$ cat src/pkg/ebt_pkg.sv
// Package with register offsets, field layouts, reset values and counts of the 8-bit timer/counter.
package ebt_pkg;

    localparam int unsigned CLK_HZ              = 50000000;
    localparam int unsigned CLK_PERIOD_NS       = 20;

    localparam logic [3:0]  ADDR_COUNT          = 4'h0;
    localparam logic [3:0]  ADDR_OPTION         = 4'h1;
    localparam logic [3:0]  ADDR_IRQ_STATUS     = 4'h2;
    localparam logic [3:0]  ADDR_IRQ_ENABLE     = 4'h3;
    localparam logic [3:0]  ADDR_IRQ_CLEAR      = 4'h4;

    localparam int unsigned OPT_SRC_BIT         = 5;
    localparam int unsigned OPT_EDGE_BIT        = 4;
    localparam int unsigned OPT_BYPASS_BIT      = 3;
    localparam int unsigned OPT_RATE_LSB        = 0;
    localparam int unsigned RATE_W              = 3;

    localparam logic [7:0]  OPTION_RESET        = 8'hff;
    localparam logic [7:0]  COUNT_RESET         = 8'h00;
    localparam logic [7:0]  COUNT_MAX           = 8'hff;
    localparam logic [7:0]  PRESCALE_RESET      = 8'h00;
    localparam logic [7:0]  OPTION_MASK         = 8'h3f;

    localparam int unsigned IRQ_OVF_BIT         = 0;
    localparam int unsigned IRQ_EDGE_BIT        = 1;
    localparam int unsigned IRQ_W               = 2;
    localparam logic [IRQ_W-1:0] IRQ_RESET      = 2'h0;

    localparam logic [1:0]  WRITE_STALL_CYCLES  = 2'h2;
    localparam logic [1:0]  STALL_RESET         = 2'h0;
    localparam logic [7:0]  READ_ZERO           = 8'h00;

endpackage

$ cat src/design/ebt_pin_sync.sv
// Three-stage synchroniser with agreement filter for the external count pin.
`timescale 1ns/10ps

module ebt_pin_sync
    import ebt_pkg::*;
(
    input  wire logic CLK,
    input  wire logic RST,
    input  wire logic CE,
    input  wire logic PIN,
    output logic      LEVEL
);

    typedef struct packed {
        logic s1;
        logic s2;
        logic s3;
        logic lvl;
    } ebt_sync_type;

    ebt_sync_type st_q;
    ebt_sync_type st_d;

    // The level only moves once the second and third stages agree.
    always_comb
    begin
        st_d    = st_q;
        st_d.s1 = PIN;
        st_d.s2 = st_q.s1;
        st_d.s3 = st_q.s2;
        if (st_q.s2 == st_q.s3)
        begin
            st_d.lvl = st_q.s3;
        end
    end

    always_ff @(posedge CLK)
    begin
        if (RST)
        begin
            st_q <= '0;
        end
        else if (CE)
        begin
            st_q <= st_d;
        end
    end

    assign LEVEL = st_q.lvl;

endmodule

$ cat src/design/ebt_timer.sv
// Top of the 8-bit timer/counter with prescaler, write stall, overflow flag and interrupt.
//
// How it works
// - An 8-bit count register is readable and writable, and a source bit picks timer or counter mode.
// - An 8-bit prescaler serves this counter alone and is shared with nothing else.
// - In timer mode without prescaler the count rises by one on every instruction cycle.
// - A cleared source bit selects timer mode fed by the instruction-cycle tick.
// - After each write to the count register the next two instruction cycles do not increment.
// - In counter mode without prescaler each qualifying edge on the external pin adds one.
// - A set source bit selects counter mode fed by the external pin.
// - The edge bit chooses rising (0) or falling (1) pin edges as the counting edge.
// - The overflow is offered as a gate source for the companion 16-bit timer.
// - A wrap from ff to 00 sets the overflow flag regardless of enable, and only software clears it.
// - With the prescaler assigned, the rate field divides the source by 2 up to 256.
// - A cleared bypass bit assigns the prescaler, a set one gives a 1:1 rate.
// - Any count write clears the hidden prescaler, which software cannot reach.
//
// Our own choices: the plain strobed port and the register offsets.
`timescale 1ns/10ps

module ebt_timer
    import ebt_pkg::*;
(
    input  wire logic       CLK,
    input  wire logic       RST,
    input  wire logic       CE,
    input  wire logic       INSTR_TICK,
    input  wire logic       EXTERNAL_COUNT_PIN,
    input  wire logic [3:0] ADDR,
    input  wire logic [7:0] WDATA,
    input  wire logic       WR,
    input  wire logic       RD,
    output logic      [7:0] RDATA,
    output logic            IRQ,
    output logic            OVERFLOW_GATE
);

    ////////////////////////////////////////////////////////////////////////////////

    typedef struct packed {
        logic [7:0]       count;
        logic [7:0]       option;
        logic [7:0]       prescale;
        logic [1:0]       stall;
        logic             pin_prev;
        logic             edge_seen;
        logic [IRQ_W-1:0] status;
        logic [IRQ_W-1:0] enable;
        logic [7:0]       rdata;
        logic             irq;
        logic             ovf_gate;
    } ebt_state_type;

    ebt_state_type st_q;
    ebt_state_type st_d;

    logic pin_level;

    ////////////////////////////////////////////////////////////////////////////////

    ebt_pin_sync u_pin_sync
    (
        .CLK   (CLK),
        .RST   (RST),
        .CE    (CE),
        .PIN   (EXTERNAL_COUNT_PIN),
        .LEVEL (pin_level)
    );

    ////////////////////////////////////////////////////////////////////////////////

    logic             src_sel;
    logic             edge_sel;
    logic             bypass;
    logic [2:0]       rate;
    logic             pin_edge;
    logic             src_pulse;
    logic             pre_tap;
    logic             inc_pulse;
    logic             count_wr;
    logic             overflow;
    logic [7:0]       pre_next;
    logic [IRQ_W-1:0] events;
    logic [IRQ_W-1:0] clear_bits;

    always_comb
    begin
        st_d       = st_q;
        src_sel    = st_q.option[OPT_SRC_BIT];
        edge_sel   = st_q.option[OPT_EDGE_BIT];
        bypass     = st_q.option[OPT_BYPASS_BIT];
        rate       = st_q.option[OPT_RATE_LSB +: RATE_W];
        count_wr   = WR && (ADDR == ADDR_COUNT);
        clear_bits = '0;

        pin_edge = edge_sel ? (st_q.pin_prev && !pin_level) : (!st_q.pin_prev && pin_level);
        st_d.pin_prev  = pin_level;
        st_d.edge_seen = pin_edge;

        src_pulse = src_sel ? pin_edge : INSTR_TICK;

        pre_next  = st_q.prescale + 8'h01;
        pre_tap   = st_q.prescale[rate] && !pre_next[rate];
        inc_pulse = bypass ? src_pulse : (src_pulse && pre_tap);
        if (!bypass && src_pulse)
        begin
            st_d.prescale = pre_next;
        end

        overflow = 1'b0;
        if (INSTR_TICK && (st_q.stall != STALL_RESET))
        begin
            st_d.stall = st_q.stall - 2'h1;
        end

        if (count_wr)
        begin
            st_d.count    = WDATA;
            st_d.prescale = PRESCALE_RESET;
            st_d.stall    = WRITE_STALL_CYCLES;
        end
        else if (inc_pulse && (st_q.stall == STALL_RESET))
        begin
            st_d.count = st_q.count + 8'h01;
            overflow   = (st_q.count == COUNT_MAX);
        end

        st_d.ovf_gate = overflow;

        if (WR && (ADDR == ADDR_OPTION))
        begin
            st_d.option = WDATA & OPTION_MASK;
        end
        if (WR && (ADDR == ADDR_IRQ_ENABLE))
        begin
            st_d.enable = WDATA[IRQ_W-1:0];
        end
        if (WR && (ADDR == ADDR_IRQ_CLEAR))
        begin
            clear_bits = WDATA[IRQ_W-1:0];
        end

        events              = '0;
        events[IRQ_OVF_BIT]  = overflow;
        events[IRQ_EDGE_BIT] = st_q.edge_seen;
        st_d.status = (st_q.status & ~clear_bits) | events;
        st_d.irq    = |(st_d.status & st_d.enable);

        st_d.rdata = READ_ZERO;
        if (RD)
        begin
            case (ADDR)
                ADDR_COUNT:      st_d.rdata = st_q.count;
                ADDR_OPTION:     st_d.rdata = st_q.option;
                ADDR_IRQ_STATUS: st_d.rdata = {6'h00, st_q.status};
                ADDR_IRQ_ENABLE: st_d.rdata = {6'h00, st_q.enable};
                default:         st_d.rdata = READ_ZERO;
            endcase
        end
    end

    always_ff @(posedge CLK)
    begin
        if (RST)
        begin
            st_q          <= '0;
            st_q.count    <= COUNT_RESET;
            st_q.option   <= OPTION_RESET & OPTION_MASK;
            st_q.prescale <= PRESCALE_RESET;
            st_q.stall    <= STALL_RESET;
            st_q.status   <= IRQ_RESET;
            st_q.enable   <= IRQ_RESET;
        end
        else if (CE)
        begin
            st_q <= st_d;
        end
    end

    assign RDATA         = st_q.rdata;
    assign IRQ           = st_q.irq;
    assign OVERFLOW_GATE = st_q.ovf_gate;

endmodule

$ cat config.mk
export PLATFORM = sky130hd
export DESIGN_NAME = ebt_timer
export DESIGN_NICKNAME = d
export VERILOG_FILES = /design/src/pkg/ebt_pkg.sv /design/src/design/ebt_pin_sync.sv /design/src/design/ebt_timer.sv
export SDC_FILE = /design/constraint.sdc
export NUM_CORES = 1
export LEC_CHECK = 0
export ABC_AREA = 0
export CAP_MARGIN = 20
export CORE_MARGIN = 2
export CORE_UTILIZATION = 60
export CTS_BUF_LIST = sky130_fd_sc_hd__clkbuf_4 sky130_fd_sc_hd__clkbuf_8 sky130_fd_sc_hd__clkbuf_16
export CTS_CLUSTER_SIZE = 25
export DETAILED_ROUTE_END_ITERATION = 12
export DONT_BUFFER_PORTS = 1
export PLACE_DENSITY = 0.86
export SYNTH_ARGS = -nofsm -noshare
export SYNTH_HDL_FRONTEND = slang
export SYNTH_SLANG_ARGS = --single-unit
$ cat constraint.sdc
create_clock -name CLK -period 3.45 [get_ports CLK]
set_input_delay 0.1725 -clock CLK [delete_from_list [all_inputs] [get_ports CLK]]
set_output_delay 0.1725 -clock CLK [all_outputs]
set_load 0.005 [all_outputs]
==> flow_summary.ini <==
[detailed_routing]
drc = 0
drt_first_pass_iters = 4
wl_met3_um = 385
wire_per_inst_um = 17.65
drt_iter0_drc = 219
wl_met1_um = 2555
via_per_inst = 6.625
wirelength_um = 5877
highest_layer = met4
wl_met2_um = 2766
ant_nets = 0
dr_total_vias = 2206

[global_route]
grt_pass1_vias = 2014
antenna_found_initial = 0
grt_pass1_wl_um = 9425
track_usage = 0.2700
grt_max_degree = 34
overflow = 0

[synth]
syn-cell-area_mm2 = 0.002505
ys_seq_elements = 44
synth.net_count = 319
yosys_warnings = 0
ys.flop_type = dfxtp_1
ys_seq_area_frac = 0.3516
synth_edf_count = 0
yosysMostFrequentCell = dfxtp_1
yosysTopAreaCellShare = 0.3516
yosysTopAreaCell = dfxtp_1
synth.distinct_cells = 56
async_reset_ff_frac = 0
syn_area_per_cell_um2 = 8.434
synth_area_leaders = dfxtp_1 35%, mux2i_1 6.8%, a21oi_1 5.2%
netlist_instances = 297
synthTopCellsByCount = 44 x dfxtp_1, 32 x nor2_1, 27 x nand2_1

[sta]
min_period_ns = 2.319
relSlewSlack = 0.5033
final.setup.tns_ns = 0
max_freq_ghz = 0.4312
slew_violations = 0
setup_viol = 0
hold_viol_final = 0
layout_worst_path_cycle_share = 0.6722
rsz0062_at_grt = no
skew_ns = 0.005496
tightest_slew_ns = 0.7400

[clock_network]
clockBufferDepth = 2
cts_buffers = 5
h-tree-depth = 2
tritoncts = done
path_clk_slew_ns = 0.08
cts-root-buf = clkbuf_8
ctsResizeCount = 0
cts_setup_buffers = 0
clk_latency_ns = 0.30
clock-sinks = 44
hold_buffers = 4

[critical_path]
start_kind = flip-flop
arrival_ns = 2.52
cp.required_ns = 3.65
endpoint_kind = flip-flop
critical_path_class = flip-flop to flip-flop
critPathMaxFanout = 8

[job]
max-cap-violations = 0

[die]
die_y_um = 68.61
die_w_um = 68.61
coreArea_mm2 = 0.004000
start_util = 0.6262
io-pin-count = 29
die_area_mm2 = 0.004707
rows = 23

[final_layout]
multi_input_comb_area_mm2 = 0.001443
drive_gt1_frac = 0.09894
fill_cells = 340
area_delta_synth_final_pct = 2.847
seq_area_um2 = 880.8
final_cell_area_mm2 = 0.002576
antennaDiodeCount = 0
nets = 304

[power]
ir_drop_mv = 0.3074
power_uw = 895.3
total_leakage_power_uw = 0.0009979
powerDensity_mw_per_mm2 = 347.5

[placement]
dpl.hpwl_um = 4042
place_area_mm2 = 0.002424
gp_congestion = 0.8860
portBuffers = 0

[run_status]
outcome = completed

[worst_hold_path]
hold_class = input pin to flip-flop
[metal layers]
| layer | vias to the layer above | global-route usage |
|---|---|---|
| met3 | 13 | 0.07630 |
| met2 | 81 | 0.4231 |
| li1 | 1062 | - |
| met4 | 0 | 0.1300 |
| met5 | - | 0 |
| met1 | 1050 | 0.3408 |
[flip-flops by register name, indices dropped and copies added, names as in the netlist]
signal / count
IRQ: 1
events: 1
src_sel: 1
edge_sel: 1
RDATA: 8
OVERFLOW_GATE: 1
bypass: 1
rate: 3
u_pin_sync.st_d: 2
u_pin_sync.st_q: 1
u_pin_sync.LEVEL: 1
st_q: 23
[cell usage in the layout (no fill, tap or decap), types with 2 or more instances in the layout]
cell type	instances
a32o_2	2
mux2i_1	17
mux4_2	3
ha_1	3
nor2b_1	2
clkinvlp_4	2
nand2b_1	2
a21oi_1	26
nand3b_1	9
and4_1	3
and2_1	2
dlygate4sd3_1	4
o21ai_0	12
o22ai_2	5
a31oi_1	3
a311oi_1	3
nor3_1	3
a21o_1	2
clkbuf_8	5
dfxtp_1	44
nand3_1	8
nor3b_1	2
and3_1	8
a2111oi_0	2
inv_1	8
nor2_1	32
a32o_1	3
nand4_1	6
a22oi_1	7
nand2_1	27
or3_1	2
[area by class of cell]
cell class | instances | area share
clock buffers | 5 | 0.02671
clock inverters | 3 | 0.009228
inverters | 8 | 0.01166
multi-input cells | 217 | 0.5600
flip-flops and latches | 44 | 0.3419
well taps | 50 | 0.02428
repair buffers | 6 | 0.02623
[where the power goes]
part	internal (uW)	total [uW]	switching (uW)
Clock	143	330	187
Combinational	22.6	48.3	25.7
Sequential	512	517	4.51
[critical path: stages (launching register included)]
cell	delay, ns
dfxtp_1	0.44
ha_1	0.28
nand3_2	0.14
or3_1	0.39
a211o_1	0.33
nand4_1	0.13
nand2_1	0.21
a32o_2	0.30
[cell families after synthesis]
group / count (synthesis) / share of synthesized area
buffers and inverters: 36 / 0.07343
adders and majority gates: 3 / 0.01499
and+or+nand+nor: 115 / 0.2428
AOI/OAI and AO/OA: 79 / 0.2223
DFF: 44 / 0.3516
muxes: 20 / 0.09490
[metrics by stage]
stage / std cells / setup WS, ns / hold slack [ns] / util
finish: 333 / 1.131 / 0.007961 / 0.6440
global placement: 320 / 1.259 / 0.2459 / 0.6059
floorplan: 297 / 1.371 / 0.2976 / -
global route: 333 / 0.9673 / 0.01658 / 0.6440
detailed placement: 320 / 1.169 / 0.2475 / 0.6059
CTS: 332 / 1.156 / 0.003647 / 0.6415
[path summary, 6_finish.rpt]
| path | from | cells past startpoint | end | slack, ns |
|---|---|---|---|---|
| setup / recovery | st_q[18]$_SDFFE_PP0P_ | 7 | st_q[39]$_SDFFE_PP0P_ | 1.13 |
| hold / removal | WDATA[0] | 2 | rate[0]$_SDFFE_PP1P_ | 0.008 |
| setup reg to reg | st_q[18]$_SDFFE_PP0P_ | 7 | st_q[39]$_SDFFE_PP0P_ | 1.13 |
| hold reg to reg | u_pin_sync.st_q[1]$_SDFFE_PP0P_ | 2 | u_pin_sync.LEVEL$_SDFFE_PP0P_ | 0.47 |
Power figures use the tool's default switching activity.
